===== config.mk =====
export PLATFORM = sky130hd
export DESIGN_NAME = dual_down_counter_timer
export DESIGN_NICKNAME = d
export VERILOG_FILES = /design/src/verilog/dual_down_counter_timer_pkg.sv /design/src/verilog/dual_down_counter_timer.sv
export VERILOG_INCLUDE_DIRS = /design/src /design/src/verilog
export SDC_FILE = /design/constraint.sdc
export NUM_CORES = 1
export LEC_CHECK = 0
export BUFFER_PORTS_ARGS = -buffer_cell sky130_fd_sc_hd__buf_2
export CAP_MARGIN = 25
export CORE_MARGIN = 5
export CORE_UTILIZATION = 40
export CTS_CLUSTER_SIZE = 20
export DETAILED_ROUTE_END_ITERATION = 7
export PLACE_DENSITY = 0.57
export SKIP_LAST_GASP = 1
export SYNTH_ARGS = -nofsm -noshare
export SYNTH_HDL_FRONTEND = slang
export SYNTH_SLANG_ARGS = --single-unit

===== constraint.sdc =====
create_clock -name sys_clk -period 9.71 [get_ports sys_clk]
set_input_delay 2.913 -clock sys_clk [delete_from_list [all_inputs] [get_ports sys_clk]]
set_output_delay 2.913 -clock sys_clk [all_outputs]
set_load 0.01 [all_outputs]

===== src/verilog/dual_down_counter_timer_defs.svh =====
// constants for the dual down-counting counter/timer: register map, fields, pins and modes
`ifndef DUAL_DOWN_COUNTER_TIMER_DEFS_SVH
`define DUAL_DOWN_COUNTER_TIMER_DEFS_SVH

// counter width and mode encodings
`define CNT_W 24
`define MODE_W 3
`define MODE_ONE_SHOT 3'h1
`define MODE_RATE 3'h2
`define MODE_SQUARE 3'h3
`define MODE_STROBE 3'h5

// register byte offsets, decoded on the low address bits
`define ADDR_W 8
`define ADDR_CTRL_A 8'h00
`define ADDR_LOAD_A 8'h04
`define ADDR_CTRL_B 8'h08
`define ADDR_LOAD_B 8'h0c
`define ADDR_STATUS 8'h10
`define ADDR_COUNT_A 8'h14
`define ADDR_COUNT_B 8'h18
`define ADDR_PIN_DIR 8'h1c
`define ADDR_PIN_OUT 8'h20
`define ADDR_PIN_IN 8'h24

// control register fields
`define CTRL_MODE_LSB 0
`define CTRL_GATE_PIN_BIT 3
`define CTRL_SW_GATE_BIT 4
`define CTRL_OUT_ROUTE_BIT 5

// status register fields
`define STAT_OUT_A_BIT 0
`define STAT_OUT_B_BIT 1
`define STAT_RUN_A_BIT 2
`define STAT_RUN_B_BIT 3
`define STAT_GATE_A_BIT 4
`define STAT_GATE_B_BIT 5

// shared digital pins: two ports of eight
`define PIN_W 16
`define PORT_W 8
`define PORT_LO 0
`define PORT_HI 1
`define GATE_A_PIN 0
`define GATE_B_PIN 1
`define OUT_A_PIN 8
`define OUT_B_PIN 9

// bus encodings
`define DATA_W 32
`define HRESP_OKAY 1'h0

`endif


===== src/verilog/dual_down_counter_timer_pkg.sv =====
// types for the dual down-counting counter/timer
`include "dual_down_counter_timer_defs.svh"

package dual_down_counter_timer_pkg;

    // one counter channel; outLow is stored inverted so a zero reset leaves the output high
    typedef struct packed {
        logic [`CNT_W-1:0] count;
        logic outLow;
        logic running;
        logic gatePrev;
    } chan_s;

    // software control of one channel
    typedef struct packed {
        logic [`MODE_W-1:0] mode;
        logic gatePin;
        logic swGate;
        logic outRoute;
    } ctrl_s;

    // whole state of the block
    typedef struct packed {
        ctrl_s ctrlA;
        ctrl_s ctrlB;
        logic [`CNT_W-1:0] loadA;
        logic [`CNT_W-1:0] loadB;
        chan_s chA;
        chan_s chB;
        logic [1:0] portOut;
        logic [`PIN_W-1:0] pinData;
        logic [`PIN_W-1:0] pinMeta;
        logic [`PIN_W-1:0] pinSync;
        logic [1:0] clkMeta;
        logic [1:0] clkSync;
        logic [1:0] clkPrev;
        logic wrPend;
        logic [`ADDR_W-1:0] wrAddr;
        logic [`DATA_W-1:0] rdata;
        logic [`PIN_W-1:0] pinOut;
        logic [`PIN_W-1:0] pinOe;
    } state_s;

endpackage


===== src/verilog/dual_down_counter_timer.sv =====
// dual down-counting counter/timer with AHB-Lite registers and shared digital pins
// What this block does
// - two independent counters, each with one clock, one gate and one output.
// - counter_a counts edges of the analog input sample clock, not the multiplied clock.
// - counter_b counts edges of the analog output clock, two or four times converter rate.
// - each gate comes from a software bit or a shared input pin, selectable.
// - each output is readable in status and optionally routed to a shared pin.
// - a counter output reaches its pin only while that pin's port is output.
// - a gate is taken from its pin only while that pin's port is input.
// - each counter takes a load value of up to 24 bits, in clock periods.
// - one shot: gate rise drives output low and counts; high at expiry; retriggerable.
// - rate generator: counts while gate high; one-clock low pulse each expiry; reloads.
// - square wave: low from half the load value, high at expiry, then reloads.
// - strobe: gate rise starts counting; at expiry output pulses low one clock.
// - shared pins form two 8-bit ports, each with one direction setting.
`timescale 1ns/10ps
`include "dual_down_counter_timer_defs.svh"

module dual_down_counter_timer (
    input wire logic sys_clk,
    input wire logic reset,
    input wire logic clkEn,
    input wire logic hsel,
    input wire logic [31:0] haddr,
    input wire logic [1:0] htrans,
    input wire logic hwrite,
    input wire logic [2:0] hsize,
    input wire logic [31:0] hwdata,
    input wire logic hready,
    output logic hreadyout,
    output logic hresp,
    output logic [31:0] hrdata,
    input wire logic aiSampleClk,
    input wire logic aoClk,
    input wire logic [15:0] pinIn,
    output logic [15:0] pinOut,
    output logic [15:0] pinOe
);

    dual_down_counter_timer_pkg::state_s st;
    dual_down_counter_timer_pkg::state_s nx;
    logic tickA;
    logic tickB;
    logic gateA;
    logic gateB;
    logic accept;

    // advance one channel by one step; in a counting mode only ticks move the count, an unsupported mode clears it
    function automatic dual_down_counter_timer_pkg::chan_s chan_step(
        input dual_down_counter_timer_pkg::chan_s c,
        input dual_down_counter_timer_pkg::ctrl_s k,
        input logic [`CNT_W-1:0] load,
        input logic tick,
        input logic gate
    );
        dual_down_counter_timer_pkg::chan_s n;
        logic rise;
        logic expire;
        logic [`CNT_W-1:0] dec;
        n = c;
        rise = gate & ~c.gatePrev;
        expire = (c.count <= `CNT_W'(1));
        dec = c.count - `CNT_W'(1);
        if (tick) begin
            n.gatePrev = gate;
        end
        case (k.mode)
            `MODE_ONE_SHOT: begin
                if (tick) begin
                    if (rise) begin
                        n.count = load;
                        n.outLow = 1'b1;
                        n.running = 1'b1;
                    end else if (c.running) begin
                        if (expire) begin
                            n.count = '0;
                            n.outLow = 1'b0;
                            n.running = 1'b0;
                        end else begin
                            n.count = dec;
                        end
                    end
                end
            end
            `MODE_RATE: begin
                n.running = gate;
                if (!gate) begin
                    n.outLow = 1'b0;
                end else if (tick) begin
                    if (expire) begin
                        n.count = load;
                        n.outLow = 1'b1;
                    end else begin
                        n.count = dec;
                        n.outLow = 1'b0;
                    end
                end
            end
            `MODE_SQUARE: begin
                n.running = gate;
                if (!gate) begin
                    n.outLow = 1'b0;
                end else if (tick) begin
                    if (expire) begin
                        n.count = load;
                        n.outLow = 1'b0;
                    end else begin
                        n.count = dec;
                        if (dec == (load >> 1)) begin
                            n.outLow = 1'b1;
                        end
                    end
                end
            end
            `MODE_STROBE: begin
                if (tick) begin
                    n.outLow = 1'b0;
                    if (rise) begin
                        n.count = load;
                        n.running = 1'b1;
                    end else if (c.running) begin
                        if (expire) begin
                            n.count = '0;
                            n.outLow = 1'b1;
                            n.running = 1'b0;
                        end else begin
                            n.count = dec;
                        end
                    end
                end
            end
            default: begin
                n.count = '0;
                n.outLow = 1'b0;
                n.running = 1'b0;
            end
        endcase
        return n;
    endfunction

    // pack a control register into a bus word
    function automatic logic [`DATA_W-1:0] ctrl_word(input dual_down_counter_timer_pkg::ctrl_s k);
        logic [`DATA_W-1:0] w;
        w = '0;
        w[`CTRL_MODE_LSB +: `MODE_W] = k.mode;
        w[`CTRL_GATE_PIN_BIT] = k.gatePin;
        w[`CTRL_SW_GATE_BIT] = k.swGate;
        w[`CTRL_OUT_ROUTE_BIT] = k.outRoute;
        return w;
    endfunction

    // unpack a bus word into a control register
    function automatic dual_down_counter_timer_pkg::ctrl_s ctrl_from(input logic [`DATA_W-1:0] w);
        dual_down_counter_timer_pkg::ctrl_s k;
        k.mode = w[`CTRL_MODE_LSB +: `MODE_W];
        k.gatePin = w[`CTRL_GATE_PIN_BIT];
        k.swGate = w[`CTRL_SW_GATE_BIT];
        k.outRoute = w[`CTRL_OUT_ROUTE_BIT];
        return k;
    endfunction

    // gate source: a pin is only honoured while its port is input, otherwise reads low
    function automatic logic gate_pick(
        input dual_down_counter_timer_pkg::ctrl_s k,
        input logic portIsOut,
        input logic pinLevel
    );
        return k.gatePin ? (~portIsOut & pinLevel) : k.swGate;
    endfunction

    // edges of the synchronised counter clocks; the clocks must be slower than a quarter of sys_clk
    assign tickA = st.clkSync[0] & ~st.clkPrev[0];
    assign tickB = st.clkSync[1] & ~st.clkPrev[1];
    assign gateA = gate_pick(st.ctrlA, st.portOut[`PORT_LO], st.pinSync[`GATE_A_PIN]);
    assign gateB = gate_pick(st.ctrlB, st.portOut[`PORT_LO], st.pinSync[`GATE_B_PIN]);
    assign accept = hsel & hready & htrans[1] & clkEn;

    // zero-wait slave; a low clock enable stalls the bus rather than dropping a transfer
    assign hreadyout = clkEn;
    assign hresp = `HRESP_OKAY;
    assign hrdata = st.rdata;
    assign pinOut = st.pinOut;
    assign pinOe = st.pinOe;

    // next-state logic for the whole block
    always_comb begin
        logic [`DATA_W-1:0] rd;
        logic [`PIN_W-1:0] pinView;
        rd = '0;
        pinView = '0;
        nx = st;
        // two-flop synchronisers for the foreign clocks and pins
        nx.clkMeta = {aoClk, aiSampleClk};
        nx.clkSync = st.clkMeta;
        nx.clkPrev = st.clkSync;
        nx.pinMeta = pinIn;
        nx.pinSync = st.pinMeta;
        // data phase of a write lands before this cycle's read is sampled
        nx.wrPend = accept & hwrite;
        if (accept) begin
            nx.wrAddr = haddr[`ADDR_W-1:0];
        end
        if (st.wrPend) begin
            case (st.wrAddr)
                `ADDR_CTRL_A: nx.ctrlA = ctrl_from(hwdata);
                `ADDR_CTRL_B: nx.ctrlB = ctrl_from(hwdata);
                `ADDR_LOAD_A: nx.loadA = hwdata[`CNT_W-1:0];
                `ADDR_LOAD_B: nx.loadB = hwdata[`CNT_W-1:0];
                `ADDR_PIN_DIR: nx.portOut = hwdata[1:0];
                `ADDR_PIN_OUT: nx.pinData = hwdata[`PIN_W-1:0];
                default: nx.pinData = nx.pinData; // unmapped writes are ignored
            endcase
        end
        // counters run independently on their own ticks
        nx.chA = chan_step(st.chA, st.ctrlA, st.loadA, tickA, gateA);
        nx.chB = chan_step(st.chB, st.ctrlB, st.loadB, tickB, gateB);
        // pin drivers: one enable per port, counter outputs replace plain data when routed
        nx.pinOe = {{`PORT_W{nx.portOut[`PORT_HI]}}, {`PORT_W{nx.portOut[`PORT_LO]}}};
        nx.pinOut = nx.pinData;
        if (nx.ctrlA.outRoute) begin
            nx.pinOut[`OUT_A_PIN] = ~nx.chA.outLow;
        end
        if (nx.ctrlB.outRoute) begin
            nx.pinOut[`OUT_B_PIN] = ~nx.chB.outLow;
        end
        // an output port reads back the state it drives
        pinView = (nx.pinOut & nx.pinOe) | (st.pinSync & ~nx.pinOe);
        // read data sampled in the address phase from the updated state
        case (haddr[`ADDR_W-1:0])
            `ADDR_CTRL_A: rd = ctrl_word(nx.ctrlA);
            `ADDR_CTRL_B: rd = ctrl_word(nx.ctrlB);
            `ADDR_LOAD_A: rd[`CNT_W-1:0] = nx.loadA;
            `ADDR_LOAD_B: rd[`CNT_W-1:0] = nx.loadB;
            `ADDR_COUNT_A: rd[`CNT_W-1:0] = nx.chA.count;
            `ADDR_COUNT_B: rd[`CNT_W-1:0] = nx.chB.count;
            `ADDR_STATUS: begin
                rd[`STAT_OUT_A_BIT] = ~nx.chA.outLow;
                rd[`STAT_OUT_B_BIT] = ~nx.chB.outLow;
                rd[`STAT_RUN_A_BIT] = nx.chA.running;
                rd[`STAT_RUN_B_BIT] = nx.chB.running;
                rd[`STAT_GATE_A_BIT] = gateA;
                rd[`STAT_GATE_B_BIT] = gateB;
            end
            `ADDR_PIN_DIR: rd[1:0] = nx.portOut;
            `ADDR_PIN_OUT: rd[`PIN_W-1:0] = nx.pinData;
            `ADDR_PIN_IN: rd[`PIN_W-1:0] = pinView;
            default: rd = '0;
        endcase
        if (accept && !hwrite) begin
            nx.rdata = rd;
        end
    end

    // single state register; clock enable freezes everything
    always_ff @(posedge sys_clk or posedge reset) begin
        if (reset) begin
            st <= '0;
        end else if (clkEn) begin
            st <= nx;
        end
    end

    // an unmapped read answers zero in its data phase
    a_unmapped_read_zero: assert property (@(posedge sys_clk) disable iff (reset)
        (accept && !hwrite && haddr[`ADDR_W-1:0] > `ADDR_PIN_IN) |=> (hrdata == '0))
        else $error("unmapped read did not return zero");

    // one-shot trigger loads the count and drives the output low
    a_oneshot_trigger: assert property (@(posedge sys_clk) disable iff (reset)
        (clkEn && st.ctrlA.mode == `MODE_ONE_SHOT && tickA && gateA && !st.chA.gatePrev)
        |=> (pinOut[`OUT_A_PIN] == 1'b0 || !st.ctrlA.outRoute) && st.chA.outLow && st.chA.count == $past(st.loadA))
        else $error("one shot did not start on gate rise");

    // a rate-generator pulse coincides with a fresh reload
    a_rate_pulse_reload: assert property (@(posedge sys_clk) disable iff (reset)
        (clkEn && st.ctrlA.mode == `MODE_RATE && tickA && gateA && st.chA.count <= 24'h000001)
        |=> st.chA.outLow && st.chA.count == $past(st.loadA))
        else $error("rate generator missed its pulse or reload");

    // rate-generator pulse lasts exactly one counter clock
    a_rate_pulse_width: assert property (@(posedge sys_clk) disable iff (reset)
        (clkEn && st.ctrlA.mode == `MODE_RATE && st.chA.outLow && tickA && gateA && st.chA.count > 24'h000001)
        |=> !st.chA.outLow)
        else $error("rate generator pulse longer than one clock");

    // square wave drops at half the load value
    a_square_half: assert property (@(posedge sys_clk) disable iff (reset)
        (clkEn && st.ctrlA.mode == `MODE_SQUARE && tickA && gateA && st.chA.count > 24'h000001
        && (st.chA.count - 24'h000001) == (st.loadA >> 1)) |=> st.chA.outLow)
        else $error("square wave did not go low at half count");

    // strobe output is low only once the run has ended
    a_strobe_end: assert property (@(posedge sys_clk) disable iff (reset)
        (st.ctrlA.mode == `MODE_STROBE && st.chA.outLow) |-> !st.chA.running)
        else $error("strobe pulsed while still counting");

    // the strobe pulse lasts a single counter clock
    a_strobe_pulse_one: assert property (@(posedge sys_clk) disable iff (reset)
        (clkEn && st.ctrlA.mode == `MODE_STROBE && st.chA.outLow && tickA) |=> !st.chA.outLow)
        else $error("strobe pulse longer than one clock");

    // a one-shot run that expires without a fresh trigger returns the output high
    a_oneshot_expire: assert property (@(posedge sys_clk) disable iff (reset)
        (clkEn && st.ctrlA.mode == `MODE_ONE_SHOT && tickA && st.chA.running && !(gateA && !st.chA.gatePrev)
        && st.chA.count <= 24'h000001) |=> !st.chA.outLow && !st.chA.running)
        else $error("one shot did not end at expiry");

    // the second counter reloads and pulses on its own clock
    a_rate_b_reload: assert property (@(posedge sys_clk) disable iff (reset)
        (clkEn && st.ctrlB.mode == `MODE_RATE && tickB && gateB && st.chB.count <= 24'h000001)
        |=> st.chB.outLow && st.chB.count == $past(st.loadB))
        else $error("second counter missed its pulse or reload");

    // a routed output shows the first counter's level on its pin
    a_route_pin_a: assert property (@(posedge sys_clk) disable iff (reset)
        st.ctrlA.outRoute |-> pinOut[`OUT_A_PIN] == !st.chA.outLow)
        else $error("first counter output not on its pin");

    // a routed output shows the second counter's level on its pin
    a_route_pin_b: assert property (@(posedge sys_clk) disable iff (reset)
        st.ctrlB.outRoute |-> pinOut[`OUT_B_PIN] == !st.chB.outLow)
        else $error("second counter output not on its pin");

    // an unsupported mode keeps the output high and the count cleared
    a_idle_mode_high: assert property (@(posedge sys_clk) disable iff (reset)
        (clkEn && st.ctrlB.mode inside {3'h0, 3'h4, 3'h6, 3'h7}) |=> !st.chB.outLow && st.chB.count == '0)
        else $error("idle mode did not hold output high");

    // without a tick the count does not move in a counting mode
    a_count_tick_only: assert property (@(posedge sys_clk) disable iff (reset)
        (clkEn && !tickB && st.ctrlB.mode inside {`MODE_ONE_SHOT, `MODE_RATE, `MODE_SQUARE, `MODE_STROBE}
        && st.ctrlB.mode == nx.ctrlB.mode) |=> $stable(st.chB.count))
        else $error("count changed without a counter clock edge");

    // every pin of a port shares its enable
    a_port_direction: assert property (@(posedge sys_clk) disable iff (reset)
        (pinOe[15:8] == '0 || pinOe[15:8] == 8'hff) && (pinOe[7:0] == '0 || pinOe[7:0] == 8'hff))
        else $error("port pins disagree on direction");

    // a pin gate reads low while its port drives
    a_gate_pin_dir: assert property (@(posedge sys_clk) disable iff (reset)
        (st.ctrlA.gatePin && st.portOut[`PORT_LO]) |-> !gateA)
        else $error("gate taken from a pin of an output port");

endmodule // dual_down_counter_timer


==> results.yml <==
clock_network:
  clk_pin_slew_worst_paths_ns: 0.06
  clockBufferDepth: 3
  cts_resized: 0
  cts.sinks: 205
  insertion_delay_ns: 0.57
  cts_tree: "done"
  root_buffer: "clkbuf_16"
  cts_hold_buf: 0
  cts_made_buffers: 26
  post-cts-setup-buffers: 0
  ctsHtreeMaxLevel: 1
drt:
  ant_nets: 0
  drtIter0Drc: 1637
  drtPass1Iterations: 6
  wire_per_inst_um: 26.6
  drc_errors: 0
  vias: 15300
  wl_um: 62600
  vias_per_cell: 6.49
pwr:
  total_power_mw: 2.50
  pwr_density_cell_nw_per_um2: 145
  ir_drop_mv: 0.150
  p_leak_nw: 6.85
critical_path:
  cp.required_ns: 6.80
  path_delay_family: "buffers and inverters"
  crit_path_top_delay_cell: "buf_6"
  crit_type: "primary input to output port"
  end_kind: "output port"
  cp_slowest_stage_delay_ns: 0.38
  worstRegToRegCells: 9
  crit_arrival_ns: 3.52
  worstPathBufferInverterCount: 2
  path_cells: "buf_6, buf_2"
  r2r_start: "st[163]"
  crit_path_start_kind: "primary input"
  crit_fanout: 57
  reg2reg_slack_ns: 5.25
  rr_endpoint: "hrdata[6]"
  crit_start: "clkEn"
timing:
  rsz0062_at_grt: "false"
  maxSlewViolCount: 0
  fin_tns_setup_ns: 0
  setup_viol: 0
  min_period_ns: 6.44
  timing_hold_violations_final: 0
  clock_skew_ns: 0.0174
  maxSlewHeadroom_pct: 25.2
  fmax_mhz: 155
  worst_pin_slew_ns: 1.12
  worst_slack_ns: 3.27
  fin_crit_sh_pct: 66.3
synth:
  synth.most_common_cell: "dfrtp_1"
  ys_warn_count: 0
  synth_ff_type: "dfrtp_1"
  ys_ff_latch: 205
  netlist_area_sq_um: 15900
  async_flop_share_pct: 100
  synth_commonest_cells: "dfrtp_1, nor2_1, a21oi_1"
  synth_edf_count: 0
  synth.lib_cells_used.distinct: 84
  synth_top_area_share_pct: 32.4
  yosysTopAreaCell: "dfrtp_1"
  synthCells: 1846
  yosysSeqAreaShare_pct: 32.4
  yosys-top-cells-area: "dfrtp_1, mux2_2, mux2i_1, a21oi_1, o21ai_0"
  avgSynthCellArea_sq_um: 8.59
place:
  place_ws_ns: 3.26
  hpwl_um: 45400
  port_buffers: 113
  place_area_sq_um: 16400
  gp_congestion: 0.970
global_route:
  antenna_found_initial: 4
  grt_overflow: 0
  grt_pass1_wl_um: 93600
  grt_pass1_vias: 14500
  grt_util_all_layers_pct: 27.4
  grt_max_degree: 79
run_status:
  outcome: "finished clean"
final_layout:
  num-fill-cells: 4023
  syn_to_final_growth_pct: 8.54
  final_area_sq_um: 17200
  drive_gt1_share_pct: 20.3
  post-route-util_pct: 43.6
  register_area_sq_um: 5130
  multiInputGateArea_sq_um: 9540
  diodes: 0
  nets: 1912
floorplan:
  die_width_um: 209
  design.core.area_sq_um: 39500
  pin_count: 159
  rows: 73
  dieArea_sq_um: 43700
  die_y_um: 209
  start_util_pct: 40.2
min_path:
  hold_class: "flop to flop"
  hold_start: "nx[85]"
  hold_depth: 2
  worstHoldEndpoint: "st[85]"
job:
  maxCapViolCount: 0
-- worst max-delay path by stage --
stage / to / slack, ns / cells after the start
finish: hreadyout / 3.27 / 2
global route: hreadyout / 3.22 / 2
CTS: hreadyout / 3.25 / 2
detailed placement: hreadyout / 3.26 / 2
global placement: hreadyout / 3.26 / 2
floorplan: hrdata[0] / 1.20 / 1
-- final cells by class --
class	instances	share of cell area (%)
Tap cell	525	3.82
Clock buffer	36	4.24
Clock inverter	10	0.538
Inverter	28	0.654
Sequential cell	205	29.8
Timing Repair Buffer	160	5.51
Multi-Input combinational cell	1394	55.4
-- per-layer routing --
metal | up-vias | global-route usage (%) | wire length (um) | part of all wire (%)
met2 | 778 | 40.2 | 26400 | 42
met3 | 169 | 6.41 | 6050 | 9.7
li1 | 6797 | - | - | -
met4 | 6 | 12.4 | 3300 | 5.3
met5 | - | 0 | 41 | 0.065
met1 | 7547 | 38.3 | 26800 | 43
-- kinds of logic after synthesis --
logic type,synth area share (%)
XOR/XNOR,3.35
buffers and inverters,7.87
flip-flops,32.4
AND/OR/NAND/NOR,17.1
adder cells (fa/ha/maj),0.316
multiplexers,15.1
other,0.0237
AO/OA/AOI/OAI,23.8
-- report_power, final --
group | leakage [nW] | switching, mW | total [mW] | internal, mW
sequential | 2.65 | 0.108 | 1.03 | 0.922
combinational | 3.81 | 0.313 | 0.502 | 0.189
clock | 0.391 | 0.413 | 0.964 | 0.551
total | 6.85 | 0.834 | 2.50 | 1.66
-- stage by stage --
| stage | hold slack [ns] | std cells |
|---|---|---|
| 6_report | 0.492 | 2358 |
| 5_1_grt | 0.513 | 2358 |
| 4_1_cts | 0.497 | 2357 |
| 3_5_place_dp | 0.486 | 2311 |
| 3_3_place_gp | 0.473 | 2309 |
| 2_1_floorplan | 0.449 | 1854 |
-- sequential cells by signal (all words and copies together), names as in the netlist --
name	count
st	159
hrdata	24
nx	20
pinOut	2
-- layout by cell type, fill, tap and decap left out, types with 17 or more instances in the layout --
cell type  count
inv_1         27
o211ai_1      23
xor2_1        20
a21oi_1      144
nand2_1      108
or4_1         17
mux2_2       133
buf_2        112
o31ai_1       18
xnor2_1       38
clkbuf_16     27
mux2i_1       90
dfrtp_1      205
o22ai_1       40
nor2_1       160
nand2b_1      17
nor3_1        47
buf_4         45
nand4_1       19
nand3_1       22
o221ai_1      23
a211oi_1      24
a22oi_1       31
o21ai_0      124
nor4_1        30
No activity file was read; power rests on OpenSTA's default activity.
